===== src/core/mcr_params.svh =====
// constants of the modem configuration register bank
// =============================================================
// Functional notes
// - cfg-one bit 7 enables payload error coding with interleave; resets to 0
// - cfg-one bits 6:4 pick minimum preamble 2,3,4,6,8,12,16,24 bytes; reset 010
// - cfg-one bits 1:0 hold channel step exponent, reset 10; bits 3:2 read-only
// - channel step mantissa resets to f8; step = fref/2^18*(256+m)*2^e
// - channel frequency = base frequency + channel step * channel index
// - deviation = fref/2^17 * (8 + mantissa) * 2^exponent, exponent in bits 6:4
`ifndef MCR_PARAMS_SVH
`define MCR_PARAMS_SVH

// =============================================================
// register offsets
`define MCR_ADDR_CFG_ONE 16'hdf0f
`define MCR_ADDR_CFG_ZERO 16'hdf10
`define MCR_ADDR_DEVIATION 16'hdf11
`define MCR_ADDR_STEP_LO 16'hdfe0
`define MCR_ADDR_STEP_HI 16'hdfe1
`define MCR_ADDR_DEV_LO 16'hdfe2
`define MCR_ADDR_DEV_HI 16'hdfe3
`define MCR_ADDR_FREQ_B0 16'hdfe4
`define MCR_ADDR_FREQ_B1 16'hdfe5
`define MCR_ADDR_FREQ_B2 16'hdfe6
`define MCR_ADDR_FREQ_B3 16'hdfe7
`define MCR_ADDR_STATUS 16'hdfe8

// =============================================================
// reset values and writable masks
`define MCR_RST_CFG_ONE 8'h22
`define MCR_RST_CFG_ZERO 8'hf8
`define MCR_RST_DEVIATION 8'h40
`define MCR_MASK_CFG_ONE 8'hf3
`define MCR_MASK_CFG_ZERO 8'hff
`define MCR_MASK_DEVIATION 8'h70

// =============================================================
// field positions
`define MCR_FEC_BIT 7
`define MCR_PRE_MSB 6
`define MCR_PRE_LSB 4
`define MCR_EXP_MSB 1
`define MCR_EXP_LSB 0
`define MCR_DEVE_MSB 6
`define MCR_DEVE_LSB 4
`define MCR_STAT_CONFLICT_BIT 0
`define MCR_STAT_SEEN_BIT 1

// =============================================================
// preamble byte counts per code
`define MCR_PRE_BYTES_0 5'h02
`define MCR_PRE_BYTES_1 5'h03
`define MCR_PRE_BYTES_2 5'h04
`define MCR_PRE_BYTES_3 5'h06
`define MCR_PRE_BYTES_4 5'h08
`define MCR_PRE_BYTES_5 5'h0c
`define MCR_PRE_BYTES_6 5'h10
`define MCR_PRE_BYTES_7 5'h18

// =============================================================
// arithmetic constants
`define MCR_STEP_HIDDEN_ONE 4'h1
`define MCR_DEV_HIDDEN_ONE 1'h1

`endif


===== src/core/mcr_pkg.sv =====
// types shared by the modem configuration register bank
`default_nettype none
package mcr_pkg;

  typedef logic [7:0] mcr_byte_t;

  typedef enum logic [1:0] {
    MCR_LEN_FIXED = 2'b00,
    MCR_LEN_VARIABLE = 2'b01,
    MCR_LEN_INFINITE = 2'b10,
    MCR_LEN_RESERVED = 2'b11
  } mcr_len_mode_t;

endpackage : mcr_pkg
`default_nettype wire


===== src/core/mcr_preamble_lut.sv =====
// preamble code to byte count translation
`timescale 1ns/1ps
`default_nettype none
`include "mcr_params.svh"

module mcr_preamble_lut
  import mcr_pkg::*;
(
  // clock and reset
  input wire logic sys_clk_i,
  input wire logic reset_i,
  // code in, count out
  input wire logic [2:0] code_i,
  output logic [4:0] bytes_o
);

  localparam logic [4:0] TABLE [8] = '{
    `MCR_PRE_BYTES_0, `MCR_PRE_BYTES_1, `MCR_PRE_BYTES_2, `MCR_PRE_BYTES_3,
    `MCR_PRE_BYTES_4, `MCR_PRE_BYTES_5, `MCR_PRE_BYTES_6, `MCR_PRE_BYTES_7
  };

  logic [4:0] next_bytes;

  always_comb begin
    next_bytes = TABLE[code_i];
  end

  always_ff @(posedge sys_clk_i or posedge reset_i) begin
    if (reset_i) begin
      bytes_o <= `MCR_PRE_BYTES_2;
    end else begin
      bytes_o <= next_bytes;
    end
  end

endmodule : mcr_preamble_lut
`default_nettype wire


===== src/core/mcr_freq_calc.sv =====
// channel step, deviation and channel frequency arithmetic
`timescale 1ns/1ps
`default_nettype none
`include "mcr_params.svh"

module mcr_freq_calc
  import mcr_pkg::*;
#(
  parameter int BASE_W = 24,
  parameter int CHANNEL_INDEX_W = 8
) (
  // clock and reset
  input wire logic sys_clk_i,
  input wire logic reset_i,
  // settings
  input wire logic [7:0] step_mantissa_i,
  input wire logic [1:0] step_exponent_i,
  input wire logic [2:0] dev_mantissa_i,
  input wire logic [2:0] dev_exponent_i,
  input wire logic [BASE_W-1:0] base_freq_i,
  input wire logic [CHANNEL_INDEX_W-1:0] channel_index_i,
  // results, step in fref/2^18, deviation in fref/2^17, frequency in fref/2^18
  output logic [11:0] step_o,
  output logic [10:0] dev_o,
  output logic [BASE_W+2:0] freq_o
);

  if (BASE_W < 8 || CHANNEL_INDEX_W < 1 || CHANNEL_INDEX_W + 12 > BASE_W + 2) begin : g_bad_width
    $error("mcr_freq_calc: unsupported base or channel width");
  end

  logic [11:0] next_step;
  logic [10:0] next_dev;
  logic [BASE_W+2:0] next_freq;

  // second stage uses the registered step, so frequency lags step by one cycle
  always_comb begin
    next_step = {`MCR_STEP_HIDDEN_ONE, step_mantissa_i} << step_exponent_i;
    next_dev = 11'({`MCR_DEV_HIDDEN_ONE, dev_mantissa_i}) << dev_exponent_i;
    next_freq = {1'b0, base_freq_i, 2'b00}
              + (BASE_W+3)'(step_o) * (BASE_W+3)'(channel_index_i);
  end

  always_ff @(posedge sys_clk_i or posedge reset_i) begin
    if (reset_i) begin
      step_o <= '0;
      dev_o <= '0;
      freq_o <= '0;
    end else begin
      step_o <= next_step;
      dev_o <= next_dev;
      freq_o <= next_freq;
    end
  end

endmodule : mcr_freq_calc
`default_nettype wire


===== src/core/mcr_top.sv =====
// modem configuration register bank: registers, decode and derived values
//
// Decided for this implementation: the address-and-strobe port.
`timescale 1ns/1ps
`default_nettype none
`include "mcr_params.svh"

module mcr_top
  import mcr_pkg::*;
#(
  parameter int BASE_W = 24,
  parameter int CHANNEL_INDEX_W = 8
) (
  // clock and reset
  input wire logic sys_clk_i,
  input wire logic reset_i,
  // register port
  input wire logic [15:0] addr_i,
  input wire logic [7:0] wdata_i,
  input wire logic wr_i,
  input wire logic rd_i,
  output logic [7:0] rdata_o,
  // settings held by neighbouring register banks
  input wire logic [1:0] packet_length_mode_i,
  input wire logic [2:0] deviation_mantissa_i,
  input wire logic [BASE_W-1:0] base_freq_i,
  input wire logic [CHANNEL_INDEX_W-1:0] channel_index_i,
  // fields to the modem
  output logic payload_error_coding_enable_o,
  output logic [2:0] preamble_code_o,
  output logic [4:0] preamble_bytes_o,
  output logic [1:0] channel_step_exponent_o,
  output logic [7:0] channel_step_mantissa_o,
  output logic [2:0] deviation_exponent_o,
  // derived values to the synthesizer
  output logic [11:0] channel_step_o,
  output logic [10:0] deviation_o,
  output logic [BASE_W+2:0] channel_freq_o,
  // misuse indication
  output logic error_coding_conflict_o
);

  if (BASE_W + 3 > 32) begin : g_bad_base
    $error("mcr_top: base frequency too wide for the read-back bytes");
  end

  // =============================================================
  // register storage
  mcr_byte_t cfg_one;
  mcr_byte_t cfg_zero;
  mcr_byte_t deviation_reg;
  logic conflict_seen;
  logic conflict_live;
  mcr_byte_t next_cfg_one;
  mcr_byte_t next_cfg_zero;
  mcr_byte_t next_deviation_reg;
  logic next_conflict_seen;
  logic next_conflict_live;

  // =============================================================
  // access decode
  logic hit_cfg_one;
  logic hit_cfg_zero;
  logic hit_deviation;
  logic hit_status;
  logic wr_cfg_one;
  logic wr_cfg_zero;
  logic wr_deviation;
  logic wr_status;

  always_comb begin
    hit_cfg_one = (addr_i == `MCR_ADDR_CFG_ONE);
    hit_cfg_zero = (addr_i == `MCR_ADDR_CFG_ZERO);
    hit_deviation = (addr_i == `MCR_ADDR_DEVIATION);
    hit_status = (addr_i == `MCR_ADDR_STATUS);
    wr_cfg_one = wr_i && hit_cfg_one;
    wr_cfg_zero = wr_i && hit_cfg_zero;
    wr_deviation = wr_i && hit_deviation;
    wr_status = wr_i && hit_status;
  end

  // =============================================================
  // configuration registers
  // masking keeps spare bits at zero whatever software writes
  always_comb begin
    next_cfg_one = cfg_one;
    next_cfg_zero = cfg_zero;
    next_deviation_reg = deviation_reg;
    if (wr_cfg_one) begin
      next_cfg_one = wdata_i & `MCR_MASK_CFG_ONE;
    end
    if (wr_cfg_zero) begin
      next_cfg_zero = wdata_i & `MCR_MASK_CFG_ZERO;
    end
    if (wr_deviation) begin
      next_deviation_reg = wdata_i & `MCR_MASK_DEVIATION;
    end
  end

  always_ff @(posedge sys_clk_i or posedge reset_i) begin
    if (reset_i) begin
      cfg_one <= `MCR_RST_CFG_ONE;
      cfg_zero <= `MCR_RST_CFG_ZERO;
      deviation_reg <= `MCR_RST_DEVIATION;
    end else begin
      cfg_one <= next_cfg_one;
      cfg_zero <= next_cfg_zero;
      deviation_reg <= next_deviation_reg;
    end
  end

  // =============================================================
  // field outputs
  always_comb begin
    payload_error_coding_enable_o = cfg_one[`MCR_FEC_BIT];
    preamble_code_o = cfg_one[`MCR_PRE_MSB:`MCR_PRE_LSB];
    channel_step_exponent_o = cfg_one[`MCR_EXP_MSB:`MCR_EXP_LSB];
    channel_step_mantissa_o = cfg_zero;
    deviation_exponent_o = deviation_reg[`MCR_DEVE_MSB:`MCR_DEVE_LSB];
  end

  mcr_preamble_lut u_preamble (
    .sys_clk_i(sys_clk_i),
    .reset_i(reset_i),
    .code_i(cfg_one[`MCR_PRE_MSB:`MCR_PRE_LSB]),
    .bytes_o(preamble_bytes_o)
  );

  mcr_freq_calc #(
    .BASE_W(BASE_W),
    .CHANNEL_INDEX_W(CHANNEL_INDEX_W)
  ) u_calc (
    .sys_clk_i(sys_clk_i),
    .reset_i(reset_i),
    .step_mantissa_i(cfg_zero),
    .step_exponent_i(cfg_one[`MCR_EXP_MSB:`MCR_EXP_LSB]),
    .dev_mantissa_i(deviation_mantissa_i),
    .dev_exponent_i(deviation_reg[`MCR_DEVE_MSB:`MCR_DEVE_LSB]),
    .base_freq_i(base_freq_i),
    .channel_index_i(channel_index_i),
    .step_o(channel_step_o),
    .dev_o(deviation_o),
    .freq_o(channel_freq_o)
  );

  // =============================================================
  // error coding misuse watch
  // the device cannot stop software, it only reports the combination
  always_comb begin
    next_conflict_live = cfg_one[`MCR_FEC_BIT]
                      && (packet_length_mode_i != MCR_LEN_FIXED);
    next_conflict_seen = conflict_seen;
    if (wr_status && wdata_i[`MCR_STAT_SEEN_BIT]) begin
      next_conflict_seen = 1'b0;
    end
    // a new conflict in the clearing cycle is kept
    if (next_conflict_live) begin
      next_conflict_seen = 1'b1;
    end
  end

  always_ff @(posedge sys_clk_i or posedge reset_i) begin
    if (reset_i) begin
      conflict_live <= 1'b0;
      conflict_seen <= 1'b0;
    end else begin
      conflict_live <= next_conflict_live;
      conflict_seen <= next_conflict_seen;
    end
  end

  always_comb begin
    error_coding_conflict_o = conflict_live;
  end

  // =============================================================
  // read path
  // data stand only in the cycle after the strobe, zero otherwise
  mcr_byte_t rd_mux;
  mcr_byte_t next_rdata;
  logic [31:0] freq_word;

  always_comb begin
    freq_word = 32'(channel_freq_o);
    rd_mux = 8'h00;
    unique case (addr_i)
      `MCR_ADDR_CFG_ONE: rd_mux = cfg_one;
      `MCR_ADDR_CFG_ZERO: rd_mux = cfg_zero;
      `MCR_ADDR_DEVIATION: rd_mux = deviation_reg;
      `MCR_ADDR_STEP_LO: rd_mux = channel_step_o[7:0];
      `MCR_ADDR_STEP_HI: rd_mux = {4'h0, channel_step_o[11:8]};
      `MCR_ADDR_DEV_LO: rd_mux = deviation_o[7:0];
      `MCR_ADDR_DEV_HI: rd_mux = {5'h00, deviation_o[10:8]};
      `MCR_ADDR_FREQ_B0: rd_mux = freq_word[7:0];
      `MCR_ADDR_FREQ_B1: rd_mux = freq_word[15:8];
      `MCR_ADDR_FREQ_B2: rd_mux = freq_word[23:16];
      `MCR_ADDR_FREQ_B3: rd_mux = freq_word[31:24];
      `MCR_ADDR_STATUS: rd_mux = {6'h00, conflict_seen, conflict_live};
      default: rd_mux = 8'h00;
    endcase
    next_rdata = rd_i ? rd_mux : 8'h00;
  end

  always_ff @(posedge sys_clk_i or posedge reset_i) begin
    if (reset_i) begin
      rdata_o <= 8'h00;
    end else begin
      rdata_o <= next_rdata;
    end
  end

endmodule : mcr_top
`default_nettype wire


===== config.mk =====
export PLATFORM = sky130hd
export DESIGN_NAME = mcr_top
export DESIGN_NICKNAME = d
export VERILOG_FILES = /design/src/core/mcr_pkg.sv /design/src/core/mcr_preamble_lut.sv /design/src/core/mcr_freq_calc.sv /design/src/core/mcr_top.sv
export VERILOG_INCLUDE_DIRS = /design/src /design/src/core
export SDC_FILE = /design/constraint.sdc
export NUM_CORES = 1
export LEC_CHECK = 0
export ABC_AREA = 1
export BUFFER_PORTS_ARGS = -buffer_cell sky130_fd_sc_hd__buf_2
export CAP_MARGIN = 20
export CORE_MARGIN = 2
export CORE_UTILIZATION = 52
export CTS_CLUSTER_DIAMETER = 40
export DETAILED_ROUTE_END_ITERATION = 12
export PLACE_DENSITY = 0.88
export SLEW_MARGIN = 20
export SYNTH_ARGS = -nofsm -noshare
export SYNTH_HDL_FRONTEND = slang
export SYNTH_HIERARCHICAL = 1
export SYNTH_SLANG_ARGS = --single-unit

===== constraint.sdc =====
create_clock -name sys_clk_i -period 3.6 [get_ports sys_clk_i]
set_input_delay 0.18 -clock sys_clk_i [delete_from_list [all_inputs] [get_ports sys_clk_i]]
set_output_delay 0.18 -clock sys_clk_i [all_outputs]
set_load 0.01 [all_outputs]

==> metrics.md <==
| Metric | Value |
|---|---|
| F_max | 252 MHz |
| Endpoint class of the critical path | flop |
| Total GRT Usage | 31.2% |
| Ys flop type | dfrtp_1 |
| Via-to-Cell Ratio | 5.35 |
| Slew margin rel. | 31.4% |
| Number of synthesized flops with an enable pin | 0 |
| Die area | 16600 sq um |
| Area Growth Syn to Fin | 28.2% |
| Cells after Synth | 1094 |
| H-tree depth | 3 |
| Final Max Slew Viols | 0 |
| Core area | 15200 sq um |
| Hold path start | wdata_i[5] |
| Layout cells sized above 1 | 32.8% |
| Setup TNS Final | -5.82 ns |
| Final Hold Slack | 0.0599 ns |
| Synth async-reset ratio | 100% |
| Startpoint types | flop |
| Final setup vio count | 20 |
| Die span in y | 129 um |
| Worst R2R Path Depth | 17 |
| Yosys reg bits | 82 |
| Violated checks | negative setup slack |
| # clock sinks | 82 |
| Hold violation total from the final report | 0 |
| Initial Util | 53.4% |
| R2r endpoint | u_calc/freq_o[26]$_DFF_PP0_ |
| RSZ-0062 raised after global routing | true |
| Status | finished, violations left |
| Top-level port count | 146 |
| Die width | 129 um |
| Cts bufs inserted | 9 |
| Commonest non-fill, non-tap cells in the layout | inv_1, nand2_1, buf_2, nand3_1, fa_1 |
| Remaining DRCs | 0 |
| GRT Residual Overflow | 0 |
| Clk Latency, worst-skew pair | 0.35 ns |
| Avg Cell Area, Syn | 7.42 sq um |
| Arrival @ worst endpoint | 4.25 ns |
| Sequential-to-total area share from yosys stat | 25.4% |
| Total number of vias | 7944 |
| Post-Route WL | 25500 um |
| Critical Path RT | 3.88 ns |
| DP HPWL | 19000 um |
| Final nets | 1476 |
| Fin crit period | 3.97 ns |
| GPL Wtd Cong | 0.906 |
| Max reg flops | 27 |
| Diodes inserted | 0 |
| Detail Route Antenna Nets | 0 |
| Biggest register | u_calc/freq_o |
| PwrDens | 259 nW/um^2 |
| Actual slew at the worst max-slew pin | 1.03 ns |
| Yosys warns | 6 |
| CP max FO | 7 |
| Hold Path Depth | 3 |
| Clock buffer depth | 2 |
| Distinct cell type count after synthesis | 38 |
| Initial drt markers | 826 |
| Final instance area | 10400 sq um |
| CTS tree | yes |
| Commonest non-fill, non-tap cell in the layout | inv_1 |
| MaxCap Viol Count | 0 |
| Fin worst setup slack | -0.369 ns |
| Routed len/inst | 17.2 um |
| Leakage | 0.00622 uW |
| Fin Clk Skew | 0.00982 ns |
| Final worst-path cycle share | 110% |
| Cell Rows | 45 |
| Largest regs | u_calc/freq_o: 27 flops, u_calc/step_o: 12 flops, u_calc/dev_o: 11 flops |
| Mapped Nets | 1278 |
| Placed inst area | 9640 sq um |
| CTS Root Buffer Type | clkbuf_16 |
| Initial antenna violation count | 0 |
| First-pass GRT wire length | 39800 um |
| Hold EP | deviation_reg[5]$_DFFE_PP0P_ |
| Setup Crit Path Kind | reg2reg |
| Number of global-route vias before repair | 7844 |
| Reg2Reg Setup Slack | -0.37 ns |
| Worst vdd ir | 264 uV |
| Post-Syn Area | 8120 sq um |
| Largest net degree at the start of global routing | 48 |
| Hold Path Class | in2reg |
| DR pass1 iterations | 9 |
| R2r startpoint | u_calc/step_o[6]$_DFF_PP0_ |
| Final Util | 68.4% |
| Port bufs | 145 |
| Clock-pin slew of the registers on the worst-case setup and hold paths | 0.07 ns |
-- layout make-up --
| type | instances | area (sq um) |
|---|---|---|
| Multi-Input combinational cell | 697 | 5340 |
| Fill cell | 1216 | 4800 |
| Sequential cell | 82 | 2070 |
| Timing Repair Buffer | 219 | 1340 |
| Inverter | 283 | 1070 |
| Tap cell | 188 | 235 |
| Clock buffer | 9 | 225 |
| Clock inverter | 7 | 108 |
-- worst max-delay path by stage --
stage	start	endpoint	slack (ns)	cells after the start
floorplan	u_calc/step_o[7]$_DFF_PP0_	u_calc/freq_o[19]$_DFF_PP0_	-0.1	18
global placement	u_calc/step_o[9]$_DFF_PP0_	u_calc/freq_o[19]$_DFF_PP0_	-0.38	17
detailed placement	u_calc/step_o[6]$_DFF_PP0_	u_calc/freq_o[15]$_DFF_PP0_	-0.44	19
CTS	u_calc/step_o[6]$_DFF_PP0_	u_calc/freq_o[18]$_DFF_PP0_	-0.30	18
global route	u_calc/step_o[6]$_DFF_PP0_	u_calc/freq_o[26]$_DFF_PP0_	-0.52	17
finish	u_calc/step_o[6]$_DFF_PP0_	u_calc/freq_o[26]$_DFF_PP0_	-0.37	17
-- where the power goes --
group	total (uW)	internal (uW)	switching (uW)
registers	991	959	31.9
logic	651	267	385
clock network	1050	623	428
total	2690	1850	844
-- metrics by stage --
stage	total power, uW	setup slack (ns)	std cells
final	2690	-0.369	1485
after CTS	2640	-0.303	1476
after global placement	1570	-0.383	1451
after global routing	2800	-0.517	1485
after floorplan	1350	-0.0991	1094
after detailed placement	1590	-0.440	1451
-- cells by family after synthesis --
family,Yosys count,share of synthesized area [%]
compound gates,57,3.90
xor+xnor,9,0.971
fa+ha+maj,119,25.5
buf+inv,315,15.1
flops,82,25.4
mux,9,1.25
simple gates,503,27.9
-- cell usage after synthesis, drive strengths merged, types with 2 or more instances --
cell type | n | area, sq um
nand4 | 5 | 31.3
xor2 | 9 | 78.8
a21oi | 19 | 98.9
and2 | 2 | 12.5
nor3 | 7 | 35.0
mux2 | 3 | 41.3
nand2 | 308 | 1200
buf | 12 | 85.1
dfstp | 9 | 236
o21ai | 36 | 203
dfrtp | 73 | 1830
nand3 | 103 | 543
mux2i | 6 | 60.1
fa | 77 | 1540
ha | 42 | 526
nor2 | 75 | 422
inv | 282 | 1060
clkbuf | 20 | 78.8
-- per-layer routing --
metal | vias to the layer above | part of all wire (%) | global-route usage, %
li1 | 3623 | - | -
met1 | 3816 | 39 | 39.8
met2 | 411 | 50 | 53.8
met3 | 94 | 7.4 | 5.16
met4 | 0 | 4.0 | 11.1
met5 | - | 0 | 0
-- critical path, stage by stage (launching register included) --
cell      delay, ns
dfrtp_2        0.53
nand2_2        0.09
fa_1           0.53
inv_2          0.04
fa_2           0.45
fa_1           0.57
inv_2          0.04
fa_1           0.54
inv_2          0.06
ha_4           0.32
nand3_4        0.09
nand3_4        0.12
nand2_2        0.06
nand2_2        0.09
nand3b_1       0.12
nand2_1        0.11
nand2_1        0.05
nand2_1        0.08
-- timing repair --
item / CTS / global route
endpoints found under the hold margin: 32 / 0
hold buffers: 1 / 0
pin swaps: 15 / 11
setup endpoints to repair: 21 / 21
gates resized for setup: 35 / 62
setup buffers: 8 / 9
(Power assumes the default switching activity.)
